===== src/urx_pkg.sv =====
// Package of constants and types for the UART receive channel
package urx_pkg;

  // Register byte addresses on the Avalon-MM slave
  localparam logic [3:0] URX_ADDR_DATA   = 4'h0; // data_register
  localparam logic [3:0] URX_ADDR_STAT_A = 4'h4; // status_register_a
  localparam logic [3:0] URX_ADDR_CTRL_B = 4'h8; // control_register_b
  localparam logic [3:0] URX_ADDR_CTRL_C = 4'hc; // control_register_c

  // status_register_a bit positions
  localparam int URX_SA_PE   = 2; // parity_error_flag
  localparam int URX_SA_DOR  = 3; // overrun_flag
  localparam int URX_SA_FE   = 4; // frame_error_flag
  localparam int URX_SA_U2X  = 1; // double_speed
  localparam int URX_SA_RXC  = 7; // receive_complete_flag

  // control_register_b bit positions
  localparam int URX_CB_RECEIVED_NINTH_BIT = 1; // received_ninth_bit (read only)
  localparam int URX_CB_CSZ2 = 2; // char_size_field bit 2
  localparam int URX_CB_RECEIVER_ENABLE = 4; // receiver_enable
  localparam int URX_CB_RECEIVE_COMPLETE_IRQ_ENABLE = 7; // receive_complete_irq_enable

  // control_register_c bit positions
  localparam int URX_CC_CSZ0 = 1; // char_size_field bits 1:0
  localparam int URX_CC_SBS  = 3; // stop_bit_select (no effect on receive)
  localparam int URX_CC_PM0  = 4; // parity_mode_field bits 5:4
  localparam int URX_CC_SYNC = 6; // synchronous mode select

  // Reset values and the nine-bit size code
  localparam logic [7:0] URX_CTRL_B_RST = 8'h00;
  localparam logic [7:0] URX_CTRL_C_RST = 8'h06; // eight data bits
  localparam logic [2:0] URX_CSZ_NINE   = 3'h7;  // nine-bit characters

  // Oversampling figures and buffer depth
  localparam logic [3:0] URX_OVS_NORM_LAST = 4'hf; // 16 samples per bit
  localparam logic [3:0] URX_OVS_DBL_LAST  = 4'h7; // 8 samples per bit
  localparam logic [3:0] URX_VOTE_NORM     = 4'h7; // samples 8,9,10 at 7,8,9
  localparam logic [3:0] URX_VOTE_DBL      = 4'h3; // samples 4,5,6 at 3,4,5
  localparam int         URX_FIFO_DEPTH    = 2;    // two buffered characters

  // Receiver states
  typedef enum logic [1:0] {URX_IDLE, URX_START, URX_BITS} urx_state_t;

endpackage


===== src/urx_receiver.sv =====
// UART receive channel: shift register, two-deep frame FIFO, status
//
// Our own choices: the Avalon-MM interface to the registers and the placing of the registers.
`timescale 1ns/1ps
// How it works
// - Enable bit turns receiver on, claims pin
// - Synchronous mode samples on transfer clock edges
// - Shift bits to first stop, ignore second
// - First stop moves frame into buffer
// - Unused upper data bits read zero
// - Ninth bit stored with frame, shown
// - Complete flag equals buffer non-empty
// - Disable drops reception, flushes buffer, clears flag
// - Disabled receiver releases the pin
// - Interrupt held while flag and enables set
// - Error flags buffered with their frame
// - Error flag writes ignored; software writes zero
// - Error flags never raise interrupts
// - Frame error follows first stop bit
// - Overrun: buffer full, shift full, new start
// - Overrun cleared on successful buffer store
// - Parity computed, compared, buffered when enabled
// - Parity flag only when checked, else zero
// - Sixteen or eight samples per bit
// - Start bit majority vote rejects noise
module urx_receiver
  import urx_pkg::*;
#(
  parameter int BAUD_DIV_W = 12 // Width of sample rate divisor
)
(
  // Clock and reset
  input  wire logic                  sys_clk,
  input  wire logic                  sys_rst,
  // Avalon-MM slave
  input  wire logic [3:0]            avs_address,
  input  wire logic                  avs_read,
  input  wire logic                  avs_write,
  input  wire logic [31:0]           avs_writedata,
  output logic      [31:0]           avs_readdata,
  output logic                       avs_waitrequest,
  // Sample clock and global interrupt enable
  input  wire logic [BAUD_DIV_W-1:0] sample_div,
  input  wire logic                  global_irq_enable,
  // Serial pins
  input  wire logic                  serial_input_pin,
  input  wire logic                  transfer_clock_pin,
  // Pin ownership and interrupt
  output logic                       serial_input_claim,
  output logic                       rx_irq
);

  // One buffered frame: data, ninth bit, frame, overrun, parity errors
  typedef struct packed {
    logic [7:0] data;
    logic       ninth;
    logic       fe;
    logic       overrun_flag;
    logic       pe;
  } urx_entry_t;

  // Module state apart from the pin synchronisers
  typedef struct packed {
    urx_state_t             st;
    logic [BAUD_DIV_W-1:0]  div;      // sample tick divider
    logic [3:0]             smp;      // sample index within bit
    logic [2:0]             votes;    // center samples
    logic [3:0]             nbit;     // bits taken so far after start
    logic [9:0]             shf;      // data, ninth, parity
    logic                   held;     // complete frame waiting in shifter
    urx_entry_t             held_e;   // that frame's entry
    urx_entry_t [1:0]       fifo;     // receive buffer, slot 0 is head
    logic [1:0]             cnt;      // entries in buffer
    logic                   lost;     // overrun since last store
    logic [7:0]             ctrl_b;   // control_register_b writable bits
    logic [7:0]             ctrl_c;   // control_register_c
    logic                   u2x;      // double_speed
    logic [31:0]            rdata;    // registered read data
    logic                   ack;      // one-cycle answer
    logic                   xck_prev; // last synchronised transfer clock
  } urx_state_all_t;

  urx_state_all_t s_q;
  urx_state_all_t s_d;

  // Two-stage synchronisers for the pins
  logic [1:0] rxd_sync_q;
  logic [1:0] xck_sync_q;

  // Pin inputs pass two flip-flops before use
  always_ff @(posedge sys_clk)
  begin
    if (sys_rst)
    begin
      rxd_sync_q <= 2'h3;
      xck_sync_q <= 2'h0;
    end
    else
    begin
      rxd_sync_q <= {rxd_sync_q[0], serial_input_pin};
      xck_sync_q <= {xck_sync_q[0], transfer_clock_pin};
    end
  end

  // Decoded controls
  logic       rx_en;     // receiver_enable
  logic       sync_mode; // synchronous operation
  logic [2:0] csz;       // char_size_field
  logic       par_en;    // parity check enabled
  logic       par_odd;   // odd parity selected
  logic [3:0] nbits;     // data plus parity bits
  logic       rxd;       // synchronised line
  logic       xck_rise;  // transfer clock rising edge
  logic       tick;      // oversample enable pulse
  logic       rd_data;   // data_register read accepted this cycle
  logic       vote;      // majority of three samples

  assign rx_en     = s_q.ctrl_b[URX_CB_RECEIVER_ENABLE];
  assign sync_mode = s_q.ctrl_c[URX_CC_SYNC];
  assign csz       = {s_q.ctrl_b[URX_CB_CSZ2], s_q.ctrl_c[URX_CC_CSZ0+1 -: 2]};
  assign par_en    = s_q.ctrl_c[URX_CC_PM0+1];
  assign par_odd   = s_q.ctrl_c[URX_CC_PM0];
  assign rxd       = rxd_sync_q[1];
  assign xck_rise  = xck_sync_q[1] & ~s_q.xck_prev;
  assign tick      = (s_q.div == '0);
  assign rd_data   = avs_read & ~s_q.ack & (avs_address == URX_ADDR_DATA);
  assign vote      = (s_q.votes[0] & s_q.votes[1]) | (s_q.votes[0] & s_q.votes[2]) |
                     (s_q.votes[1] & s_q.votes[2]);

  // Data bit count for a char_size_field code
  function automatic logic [3:0] data_bits(input logic [2:0] c);
    if (c == URX_CSZ_NINE)
      data_bits = 4'h9;
    else if (c[2])
      data_bits = 4'h8; // reserved codes treated as eight bits
    else
      data_bits = 4'h5 + {2'h0, c[1:0]};
  endfunction

  assign nbits = data_bits(csz) + {3'h0, par_en};

  // Bus answer is registered: one wait cycle per access
  assign avs_waitrequest    = (avs_read | avs_write) & ~s_q.ack;
  assign avs_readdata       = s_q.rdata;
  assign serial_input_claim = rx_en;
  assign rx_irq = s_q.ctrl_b[URX_CB_RECEIVE_COMPLETE_IRQ_ENABLE] & global_irq_enable & (s_q.cnt != 2'h0);

  // Next-state logic
  always_comb
  begin
    logic       bit_end;   // last sample of a bit
    logic [3:0] last;      // last sample index
    logic [3:0] vpos;      // first voting sample
    logic       take;      // one bit decided this cycle
    logic       bval;      // value of that bit
    logic       par_calc;  // computed parity
    logic [9:0] frame;     // shifter aligned to bit 0
    urx_entry_t e;         // entry being built
    s_d      = s_q;
    bit_end  = 1'b0;
    take     = 1'b0;
    bval     = 1'b0;
    par_calc = 1'b0;
    frame    = '0;
    e        = '0;
    last     = s_q.u2x ? URX_OVS_DBL_LAST : URX_OVS_NORM_LAST;
    vpos     = s_q.u2x ? URX_VOTE_DBL : URX_VOTE_NORM;
    s_d.xck_prev = xck_sync_q[1];
    s_d.ack      = 1'b0;

    s_d.div = tick ? sample_div : s_q.div - 1'b1;

    // Buffer pops on a data_register read
    if (rd_data && s_q.cnt != 2'h0)
    begin
      s_d.fifo[0] = s_q.fifo[1];
      s_d.cnt     = s_q.cnt - 1'b1;
    end

    // Shift-register frame moves in once there is room
    if (s_q.held && s_d.cnt != 2'(URX_FIFO_DEPTH))
    begin
      e = s_q.held_e;
      e.overrun_flag = s_q.lost;
      s_d.lost = 1'b0;
      s_d.fifo[s_d.cnt[0]] = e;
      s_d.cnt  = s_d.cnt + 1'b1;
      s_d.held = 1'b0;
    end

    // Receiver state machine
    case (s_q.st)
      URX_IDLE:
      begin
        if (sync_mode && xck_rise && !rxd)
        begin
          s_d.st = URX_BITS;
          s_d.nbit = '0;
        end
        else if (!sync_mode && tick && !rxd)
        begin
          s_d.st  = URX_START;
          s_d.smp = 4'h1;
        end
      end
      URX_START:
      begin
        if (tick)
        begin
          s_d.smp = s_q.smp + 1'b1;
          if (s_q.smp >= vpos && s_q.smp <= vpos + 4'h2)
            s_d.votes = {s_q.votes[1:0], rxd};
          if (s_q.smp == vpos + 4'h3)
          begin
            if (vote)
              s_d.st = URX_IDLE;
          end
          if (s_q.smp == last && !vote)
          begin
            s_d.st   = URX_BITS;
            s_d.smp  = '0;
            s_d.nbit = '0;
          end
        end
      end
      URX_BITS:
      begin
        if (sync_mode)
        begin
          take = xck_rise;
          bval = rxd;
        end
        else if (tick)
        begin
          s_d.smp = s_q.smp + 1'b1;
          if (s_q.smp >= vpos && s_q.smp <= vpos + 4'h2)
            s_d.votes = {s_q.votes[1:0], rxd};
          bit_end = (s_q.smp == last);
          // Decide right after the center samples so next start is early
          take = (s_q.smp == vpos + 4'h3);
          bval = vote;
        end
        if (take)
        begin
          if (s_q.nbit < nbits)
          begin
            s_d.shf  = {bval, s_q.shf[9:1]};
            s_d.nbit = s_q.nbit + 1'b1;
          end
          else
          begin
            // First stop bit ends frame, later stops ignored
            s_d.st = URX_IDLE;
            frame  = s_q.shf >> (4'ha - nbits);
            par_calc = ^(frame[8:0] & 9'((10'h1 << data_bits(csz)) - 10'h1)) ^ par_odd;
            e.data  = frame[7:0] & 8'((9'h1 << data_bits(csz)) - 9'h1);
            e.ninth = (csz == URX_CSZ_NINE) & frame[8];
            e.fe    = ~bval;
            e.pe    = par_en & (par_calc != frame[data_bits(csz)]);
            // Frame goes to buffer or waits in shifter
            s_d.held   = 1'b1;
            s_d.held_e = e;
          end
        end
        if (bit_end)
          s_d.smp = '0;
      end
      default: s_d.st = URX_IDLE;
    endcase

    // Overrun when full buffer, held frame, new start
    if (s_q.st == URX_IDLE && s_d.st != URX_IDLE && s_q.held && s_q.cnt == 2'(URX_FIFO_DEPTH))
    begin
      s_d.lost = 1'b1;
      s_d.held = 1'b0;
    end

    // Register reads, answered one cycle after the request
    if (avs_read && !s_q.ack)
    begin
      s_d.ack   = 1'b1;
      s_d.rdata = '0;
      if (avs_address == URX_ADDR_DATA)
        s_d.rdata[7:0] = s_q.fifo[0].data;
      else if (avs_address == URX_ADDR_STAT_A)
      begin
        // Parity flag zero when checking off
        s_d.rdata[URX_SA_RXC] = (s_q.cnt != 2'h0);
        s_d.rdata[URX_SA_FE]  = s_q.fifo[0].fe & (s_q.cnt != 2'h0);
        s_d.rdata[URX_SA_DOR] = s_q.fifo[0].overrun_flag & (s_q.cnt != 2'h0);
        s_d.rdata[URX_SA_PE]  = s_q.fifo[0].pe & par_en & (s_q.cnt != 2'h0);
        s_d.rdata[URX_SA_U2X] = s_q.u2x;
      end
      else if (avs_address == URX_ADDR_CTRL_B)
      begin
        s_d.rdata[7:0]         = s_q.ctrl_b;
        s_d.rdata[URX_CB_RECEIVED_NINTH_BIT] = s_q.fifo[0].ninth & (s_q.cnt != 2'h0);
      end
      else if (avs_address == URX_ADDR_CTRL_C)
        s_d.rdata[7:0] = s_q.ctrl_c;
    end

    // Register writes; unmapped addresses are accepted and ignored
    if (avs_write && !s_q.ack)
    begin
      s_d.ack = 1'b1;
      // Only double_speed is writable in status
      if (avs_address == URX_ADDR_STAT_A)
        s_d.u2x = avs_writedata[URX_SA_U2X];
      else if (avs_address == URX_ADDR_CTRL_B)
        s_d.ctrl_b = avs_writedata[7:0] & ~(8'h1 << URX_CB_RECEIVED_NINTH_BIT);
      else if (avs_address == URX_ADDR_CTRL_C)
        s_d.ctrl_c = avs_writedata[7:0];
    end

    // Disabled receiver idles, flushes, drops frame
    if (!rx_en)
    begin
      s_d.st   = URX_IDLE;
      s_d.cnt  = '0;
      s_d.held = 1'b0;
      s_d.lost = 1'b0;
    end
  end

  // State register
  always_ff @(posedge sys_clk)
  begin
    if (sys_rst)
    begin
      s_q        <= '0;
      s_q.ctrl_b <= URX_CTRL_B_RST;
      s_q.ctrl_c <= URX_CTRL_C_RST;
      s_q.st     <= URX_IDLE;
    end
    else
      s_q <= s_d;
  end

  a_rxc_matches_fifo: assert property (@(posedge sys_clk) disable iff (sys_rst)
    (avs_read && !s_q.ack && avs_address == URX_ADDR_STAT_A) |=>
    (avs_readdata[URX_SA_RXC] == ($past(s_q.cnt) != 2'h0)))
    else $error("complete flag disagrees with buffer");

  a_disable_flush: assert property (@(posedge sys_clk) disable iff (sys_rst)
    !rx_en |=> (s_q.cnt == 2'h0 && !s_q.held && s_q.st == URX_IDLE))
    else $error("buffer not flushed on disable");

  a_irq_level: assert property (@(posedge sys_clk) disable iff (sys_rst)
    (s_q.cnt == 2'h0) |-> !rx_irq)
    else $error("interrupt without unread data");

  a_err_no_irq: assert property (@(posedge sys_clk) disable iff (sys_rst)
    (!s_q.ctrl_b[URX_CB_RECEIVE_COMPLETE_IRQ_ENABLE] && $changed(s_q.fifo)) |-> !rx_irq)
    else $error("interrupt from error flags");

  a_pin_release: assert property (@(posedge sys_clk) disable iff (sys_rst)
    (serial_input_claim == rx_en))
    else $error("pin ownership wrong");

  a_pe_off: assert property (@(posedge sys_clk) disable iff (sys_rst)
    (avs_read && !s_q.ack && avs_address == URX_ADDR_STAT_A && !par_en) |=> !avs_readdata[URX_SA_PE])
    else $error("parity flag set while checking off");

  a_overrun_cause: assert property (@(posedge sys_clk) disable iff (sys_rst)
    $rose(s_q.lost) |-> $past(s_q.cnt) == 2'(URX_FIFO_DEPTH) && $past(s_q.held))
    else $error("overrun without full buffer");

  a_frame_stored: assert property (@(posedge sys_clk) disable iff (sys_rst)
    ($rose(s_q.held) && s_q.cnt < 2'(URX_FIFO_DEPTH) && rx_en && !rd_data) |=> (!s_q.held || !rx_en))
    else $error("frame not moved to buffer");

  a_err_write: assert property (@(posedge sys_clk) disable iff (sys_rst)
    (avs_write && !s_q.ack && avs_address == URX_ADDR_STAT_A) |=> $stable(s_q.fifo) || $past(s_q.held))
    else $error("status write altered error flags");

endmodule


===== config.mk =====
export PLATFORM = sky130hd
export DESIGN_NAME = urx_receiver
export DESIGN_NICKNAME = d
export VERILOG_FILES = /design/src/urx_pkg.sv /design/src/urx_receiver.sv
export SDC_FILE = /design/constraint.sdc
export NUM_CORES = 1
export LEC_CHECK = 0
export ABC_AREA = 1
export BUFFER_PORTS_ARGS = -buffer_cell sky130_fd_sc_hd__buf_2
export CAP_MARGIN = 20
export CORE_AREA = 4 4 162 164
export CTS_BUF_LIST = sky130_fd_sc_hd__clkbuf_8
export DETAILED_ROUTE_END_ITERATION = 10
export DIE_AREA = 0 0 166 168
export GPL_TIMING_DRIVEN = 0
export PLACE_DENSITY = 0.45
export SLEW_MARGIN = 20
export SYNTH_ARGS = -nofsm -noshare
export SYNTH_HDL_FRONTEND = slang
export SYNTH_SLANG_ARGS = --single-unit

===== constraint.sdc =====
create_clock -name sys_clk -period 7.6 [get_ports sys_clk]
set_clock_uncertainty 0.15 [all_clocks]
set_input_delay 1.52 -clock sys_clk [delete_from_list [all_inputs] [get_ports sys_clk]]
set_output_delay 1.52 -clock sys_clk [all_outputs]
set_load 0.01 [all_outputs]

==> impl_metrics.yaml, run 1 <==
status:
  result_of_the_run: "complete, no violations"
floorplanning:
  floorplan.die.width_um: 166
  die_height_um: 168
  initial_utilization_pct: 24.52
  floorplan.die_area_um2: 27890
  row_count: 58
  core_area_um2: 24890
  ioPinCount: 90
placed_design:
  detailed_place.area_um2: 6808
  dpl.hpwl_um: 13780
  place_congestion: 0.8112
  port_buffers: 40
critical_path:
  cp_data_required_time_ns: 7.77
  cp.arrival_ns: 4.31
  critical_path_class: "in -> reg"
  timing.critical_path.fanout_max: 10
  critical_path.endpoint_type: "register"
  worstSetupStartpointType: "primary input"
synth:
  async_flop_share_pct: 0
  synth_area_um2: 6105
  sequential_element_share_of_the_synthesized_area_pct: 34.11
  postSynthCellCount: 882
  number_of_enable_type_register_cells_in_the_synthesized_netlist: 0
  netlist-cell-type-count: 47
  synth-warning-count: 0
  syn_area_per_cell_um2: 6.921
  post_synth_top_flop: "dfxtp_1"
  yosys_register_bits: 104
finish:
  filler_cell_count: 2788
  mostFrequentLayoutCells: "190 x nand2_1, 104 x dfxtp_1, 95 x inv_1"
  layout-area-overhead-vs-synth_pct: 14.96
  multiInputGateArea_um2: 3339
  antenna-diode-count: 0
  seq_cell_area_um2: 2082
  mostFrequentLayoutCell: "nand2_1"
  finalNetCount: 1035
  fraction_of_layout_instances_using_a_drive_strength_above_1_pct: 16.32
  stdcell_area_um2: 7018
clock_network:
  cts_setup_buffers: 0
  clockBufferDepth: 2
  ctsHoldBuffers: 0
  clkLatencyLatePin_ns: 0.39
  postCtsResizedCells: 0
  numCtsBuffers: 9
  root_buffer: "clkbuf_8"
  htree_num_levels: 3
  tritoncts: "yes"
  cts_num_sinks: 104
  path_clk_slew_ns: 0.11
detailed_routing:
  ant_nets: 0
  drt_first_pass_iters: 5
  avgViaCountPerCell: 4.374
  drc_errors: 0
  drt-total-wl_um: 17550
  drt_first_iter_violations: 317
  detailroute.via_count: 5651
  routedWlPerCell_um: 13.58
power:
  clkPwrFrac_pct: 29.9
  irDropWorstVdd_mv: 0.1427
  p_switching_uw: 417.7
  power_leakage_uw: 0.002923
  power.density_nw_per_um2: 180.2
  p_seq_share_pct: 47.3
  p_sw_share_pct: 33.03
  pwr-share-comb_pct: 22.8
  internal_power_uw: 847.0
global_route:
  grt_pass1_vias: 5389
  gr-max-usage-layer: "met2"
  groute.layer.met3.usage_pct: 2.278
  global_route.usage.total_pct: 12.66
  grt_antenna_before_repair: 0
  globalRouteMet1Util_pct: 17.99
  grt_first_pass_wirelength_um: 28750
  use_met2_pct: 20.21
  globalRouteOverflowTotal: 0
  largest_net_degree_at_the_start_of_global_routing: 20
hold_path:
  min_path_type: "reg -> reg"
sta:
  rsz0062_at_grt: "false"
  pin_slew_with_the_least_headroom_to_its_limit_ns: 0.8772
  setup_viol_count_final: 0
  fin_crit_sh_pct: 54.52
  timing_hold_violations_final: 0
  min_period_ns: 4.144
  final_max_slew_viol_count: 0
  setup_total_negative_slack_ns: 0
  fmax_ghz: 0.2413
  max-slew-margin-rel_pct: 41.07
flow_run:
  drv_cap: 0
path summary, 6_finish.rpt:
kind,from,to,slack (ns),cells after the start
min,xck_sync_q[0]$_SDFF_PP0_,xck_sync_q[1]$_SDFF_PP0_,0.28,2
max,avs_address[1],s_q[57]$_SDFF_PP0_,3.46,17
min reg2reg,xck_sync_q[0]$_SDFF_PP0_,xck_sync_q[1]$_SDFF_PP0_,0.28,2
max reg2reg,csz[0]$_SDFFE_PP1P_,s_q[78]$_SDFFE_PP0P_,3.94,21
logic make-up after synthesis:
logic type / share of synthesized area, %
xor gates and xnor gates: 1.004
buffers and inverters: 12.67
other: 0.1230
adders and majority gates: 4.714
AOI/OAI and AO/OA: 18.43
DFF: 34.11
and+or+nand+nor: 28.96
synth_stat cells (2+ instances only):
library cell  count  area [um2]
clkbuf_1         18       67.56
buf_2             6       30.03
inv_2            10       37.54
nand3_1          55       275.3
a31oi_1          10       62.56
o21ai_0          79       395.4
xnor2_1           5       43.79
nand2_1         190       713.2
nand2_2          13       81.33
o21ai_1           4       20.02
inv_1            95       356.6
a21oi_2           2       17.52
nor2_2            7       43.79
dfxtp_1         104        2082
nand2_4           2       22.52
a311oi_1          6       52.55
a221oi_1          2       17.52
o211ai_1          5       37.54
o22ai_1           3       18.77
o21a_1            2       15.01
nand4_1           4       25.02
a21oi_1          67       335.3
nor2_1           74       277.8
ha_1             23       287.8
a211oi_1          9       67.56
xor2_1            2       17.52
buf_4            32       240.2
a41oi_1           3       26.28
conb_1            2       7.510
nor3_1           12       60.06
buf_6             2       22.52
nand3_2          11       110.1
nand3_4           2       35.03
or2_2             4       25.02
nor2_4            5       56.30
power groups by stage:
stage               Combinational [uW]  Clock, uW  Sequential (uW)
global placement                   291          0              611
CTS                                292        394              598
finish                             289        378              598
detailed placement                 291          0              610
global route                       332        411              602
floorplan                          224          0              606
flip-flops by register name (all words and copies together) (netlist names):
name	count
csz	3
par_en	1
par_odd	1
s_q	86
xck_sync_q	2
serial_input_claim	1
avs_readdata	8
rxd_sync_q	2
through the flow:
stage               cells  hold WS [ns]  setup WS [ns]  util [%]  total power [uW]
floorplan             906        0.2383          3.848         -             829.4
CTS                  1292        0.2830          3.437     28.19              1284
global placement     1276        0.2499          3.022     27.35             901.6
finish               1292        0.2765          3.456     28.19              1265
detailed placement   1276        0.2545          3.030     27.35             901.5
global route         1292        0.2943          3.068     28.19              1346
critical path, cell delays in order:
cell and delay (ns):
buf_2 0.10, nor2_2 0.13, nand2_2 0.11, nor2_4 0.24, inv_2 0.07, nor3_4 0.31
inv_2 0.07, clkbuf_1 0.28, nand2_1 0.12, o21ai_0 0.12, ha_1 0.24, nor2_1 0.18
inv_1 0.12, nor2_4 0.20, buf_2 0.24, o21ai_0 0.10, a21oi_1 0.16
metal layers:
metal	up-vias	part of all wire [%]
met2	87	45
met5	-	0
li1	2996	-
met3	14	3.7
met1	2554	50
met4	0	1.2
layout make-up:
cell class,count,share of cell area [%]
plain buffers,59,5.349
clock inverters,7,1.230
inverters,106,5.669
repair buffers,40,2.853
flip-flops and latches,104,29.67
well taps,330,5.883
multi-input cells,637,47.58
clock buffers,9,1.765
Note: power is estimated with default switching activity, not from simulation.
==> run 2, diff against run 1 <==
--- a/config.mk
+++ b/config.mk
@@ -5,15 +5,15 @@
 export SDC_FILE = /design/constraint.sdc
 export NUM_CORES = 1
 export LEC_CHECK = 0
-export ABC_AREA = 1
+export ABC_AREA = 0
 export BUFFER_PORTS_ARGS = -buffer_cell sky130_fd_sc_hd__buf_2
 export CAP_MARGIN = 20
-export CORE_AREA = 4 4 162 164
+export CORE_AREA = 4 4 159 161
 export CTS_BUF_LIST = sky130_fd_sc_hd__clkbuf_8
 export DETAILED_ROUTE_END_ITERATION = 10
-export DIE_AREA = 0 0 166 168
+export DIE_AREA = 0 0 163 165
 export GPL_TIMING_DRIVEN = 0
-export PLACE_DENSITY = 0.45
+export PLACE_DENSITY = 0.46
 export SLEW_MARGIN = 20
 export SYNTH_ARGS = -nofsm -noshare
 export SYNTH_HDL_FRONTEND = slang
==> constraint.sdc (replaced) <==
create_clock -name sys_clk -period 3.42 [get_ports sys_clk]
set_clock_uncertainty 0.15 [all_clocks]
set_input_delay 0.684 -clock sys_clk [delete_from_list [all_inputs] [get_ports sys_clk]]
set_output_delay 0.684 -clock sys_clk [all_outputs]
set_load 0.01 [all_outputs]
==> run 2 against run 1 <==
  * The flow now finishes with violations (negative setup slack)
  * Utilization is 1.4 points higher
  * Synthesized cell count is 24% lower
  * Register-to-register slack worse by 4.5 ns
  * Critical path type is now reg -> reg
  * Largest cell class unchanged
  * Largest power group unchanged
==> impl_metrics.yaml, run 2 <==
status:
  result_of_the_run: "finished with violations"
  failed_checks: "negative setup slack"
floorplanning:
  row_count: 57
  floorplan.die_area_um2: 26900
  core_area_um2: 23960
  initial_utilization_pct: 24.43
  floorplan.die.width_um: 163
  die_height_um: 165
  ioPinCount: 90
synth:
  synth_commonest_cells: "112 x nor2_1, 104 x dfxtp_1, 61 x mux2i_1, 35 x nand2_1, 32 x buf_4"
  synth-compound-area-share_pct: 13.96
  postSynthCellCount: 670
  post_synth_mux_area_share_pct: 15.43
  synthAdderAreaFrac_pct: 5.088
  netlist-cell-type-count: 69
  number_of_enable_type_register_cells_in_the_synthesized_netlist: 0
  synth_top_cells_by_area: "dfxtp_1 36%, mux2i_1 10%, nor2_1 7.2%"
  post_synth_top_flop: "dfxtp_1"
  syn_area_per_cell_um2: 8.736
  yosys.area.top_type: "dfxtp_1"
  synth-warning-count: 0
  synth.top_cell.area_share_pct: 35.57
  sequential_element_share_of_the_synthesized_area_pct: 35.57
  synthXorXnorAreaFrac_pct: 2.458
  post-synth-top-count-cell: "nor2_1"
  synth_area_um2: 5853
  synth_top_family_by_area: "simple AND/OR/NAND/NOR gates"
  yosys_register_bits: 104
  post_synth_simple_gate_area_pct: 19.94
  async_flop_share_pct: 0
detailed_routing:
  detailroute.via_count: 4817
  drc_errors: 0
  routedWlPerCell_um: 14.35
  drt_first_pass_iters: 4
  avgViaCountPerCell: 4.436
  drt_first_iter_violations: 285
  drt-total-wl_um: 15580
  ant_nets: 0
sta:
  final_max_slew_viol_count: 0
  pin_slew_with_the_least_headroom_to_its_limit_ns: 1.040
  fin_crit_sh_pct: 116.3
  rsz0062_at_grt: "true"
  max-slew-margin-rel_pct: 30.44
  fin_hold_ws_ns: 0.2592
  final_critical_path_setup_slack_ns: -0.5574
  setup_viol_count_final: 2
  fmax_ghz: 0.2514
  min_period_ns: 3.977
  timing_hold_violations_final: 0
global_route:
  grt_antenna_before_repair: 1
  largest_net_degree_at_the_start_of_global_routing: 19
  globalRouteOverflowTotal: 0
  grt_first_pass_wirelength_um: 24860
  grt_pass1_vias: 4584
  global_route.usage.total_pct: 11.72
clock_network:
  root_buffer: "clkbuf_8"
  ctsHoldBuffers: 0
  clockBufferDepth: 2
  cts_num_sinks: 104
  clkLatencyLatePin_ns: 0.40
  htree_num_levels: 3
  numCtsBuffers: 9
  path_clk_slew_ns: 0.12
  tritoncts: "yes"
finish:
  fraction_of_layout_instances_using_a_drive_strength_above_1_pct: 23.62
  mostFrequentLayoutCell: "nor2_1"
  filler_cell_count: 2616
  antenna-diode-count: 0
  final_cell_count_no_fill: 1086
  mostFrequentLayoutCells: "111 x nor2_1, 102 x dfxtp_1, 58 x mux2i_1"
  largest_register_ffs: 86
  layout-area-overhead-vs-synth_pct: 21.33
  stdcell_area_um2: 7102
  largest-register: "s_q"
  finalNetCount: 835
critical_path:
  critical_path_class: "reg -> reg"
  cell_repeated_most_along_the_worst_path: "ha_4"
  critPathMaxStageDelay_ns: 0.38
  cp_top_family: "simple AND/OR/NAND/NOR gates"
  timing.critical_path.fanout_max: 3
  cp_data_required_time_ns: 3.58
  worstSetupStartpointType: "register"
  regToRegStartpoint: "csz[0]$_SDFFE_PP1P_"
  cp.arrival_ns: 4.14
  path_cells: "ha_4, and2_4, or2_4, ha_4, ha_4, ha_4, mux2_4, mux2_4, xor2_2, o21a_1, or3_1, and3b_1, or3_4, and2_4, o211ai_1"
  critical_path.endpoint_type: "register"
  r2r_slack_ns: -0.56
  worst_setup_path_startpoint: "csz[0]$_SDFFE_PP1P_"
  buffering_stage_count_on_the_worst_path_with_inverters_included: 0
  timing.critical_path.slowest_stage_cell: "dfxtp_4"
placed_design:
  place.detailed.instances: 1057
  place_congestion: 0.7594
  detailed_place.area_um2: 6600
  place_worst_setup_slack_ns: -0.9560
  dpl.hpwl_um: 11570
  port_buffers: 39
power:
  irDropWorstVdd_mv: 0.1864
  power.density_nw_per_um2: 379.3
  power_leakage_uw: 0.002967
  overall_power_of_the_completed_layout_uw: 2694
hold_path:
  min_path_type: "reg -> reg"
  hold_path_startpoint: "rxd_sync_q[0]$_SDFF_PP1_"
flow_run:
  drv_cap: 0
==> run 2: cells by family (layout without fill, tap and decap cells) <==
logic type | count (synthesis) | count (layout)
AND/OR/NAND/NOR | 240 | 240
AO/OA/AOI/OAI | 120 | 120
other | 2 | 26
buffers and inverters | 82 | 150
flip-flops | 104 | 104
XOR/XNOR | 14 | 14
adder cells (fa/ha/maj) | 24 | 24
multiplexers | 84 | 84
==> run 2: layer usage <==
metal	track usage [%]	wire length [um]	vias to the layer above
met2	19.00	7048	89
met4	2.592	133	2
li1	-	-	2469
met5	0	13	-
met3	3.294	725	10
met1	15.58	7662	2247
==> run 2: area by class of cell <==
type	count	area [um2]	area share, %
Clock buffer	10	137.6	1.938
Clock inverter	6	73.82	1.039
Tap cell	324	405.4	5.708
Buffer	62	386.6	5.444
Sequential cell	104	2087	29.39
Multi-Input combinational cell	508	3638	51.23
Timing Repair Buffer	54	305.3	4.299
Inverter	18	67.56	0.9514
==> run 2: path summary, 6_finish.rpt <==
| kind | endpoint | cells after the start |
|---|---|---|
| hold / removal | rxd_sync_q[1]$_SDFF_PP1_ | 1 |
| setup reg to reg | s_q[78]$_SDFFE_PP0P_ | 15 |
| hold reg to reg | rxd_sync_q[1]$_SDFF_PP1_ | 1 |
| setup / recovery | s_q[78]$_SDFFE_PP0P_ | 15 |
==> run 2: stage by stage <==
step / setup TNS, ns / util (%)
6_report: -0.5826 / 29.64
5_1_grt: -1.077 / 29.64
4_1_cts: -0.7857 / 29.15
3_5_place_dp: -12.00 / 27.54
3_3_place_gp: -12.05 / 27.54
2_1_floorplan: -0.5409 / -
==> run 2: repair_timing <==
| action | 4_1_cts | 5_1_grt |
|---|---|---|
| cloned | 0 | 1 |
| buffers inserted | 9 | 5 |
| pin swaps | 16 | 11 |
| resized for setup | 29 | 22 |
| setup endpoints to repair | 25 | 36 |
==> run 2: power breakdown <==
part / leakage, uW / switching (uW) / internal (uW)
registers: 0.000841 / 53.0 / 1270
logic: 0.00202 / 298 / 236
clock network: 0.000101 / 467 / 367
total: 0.00297 / 818 / 1880
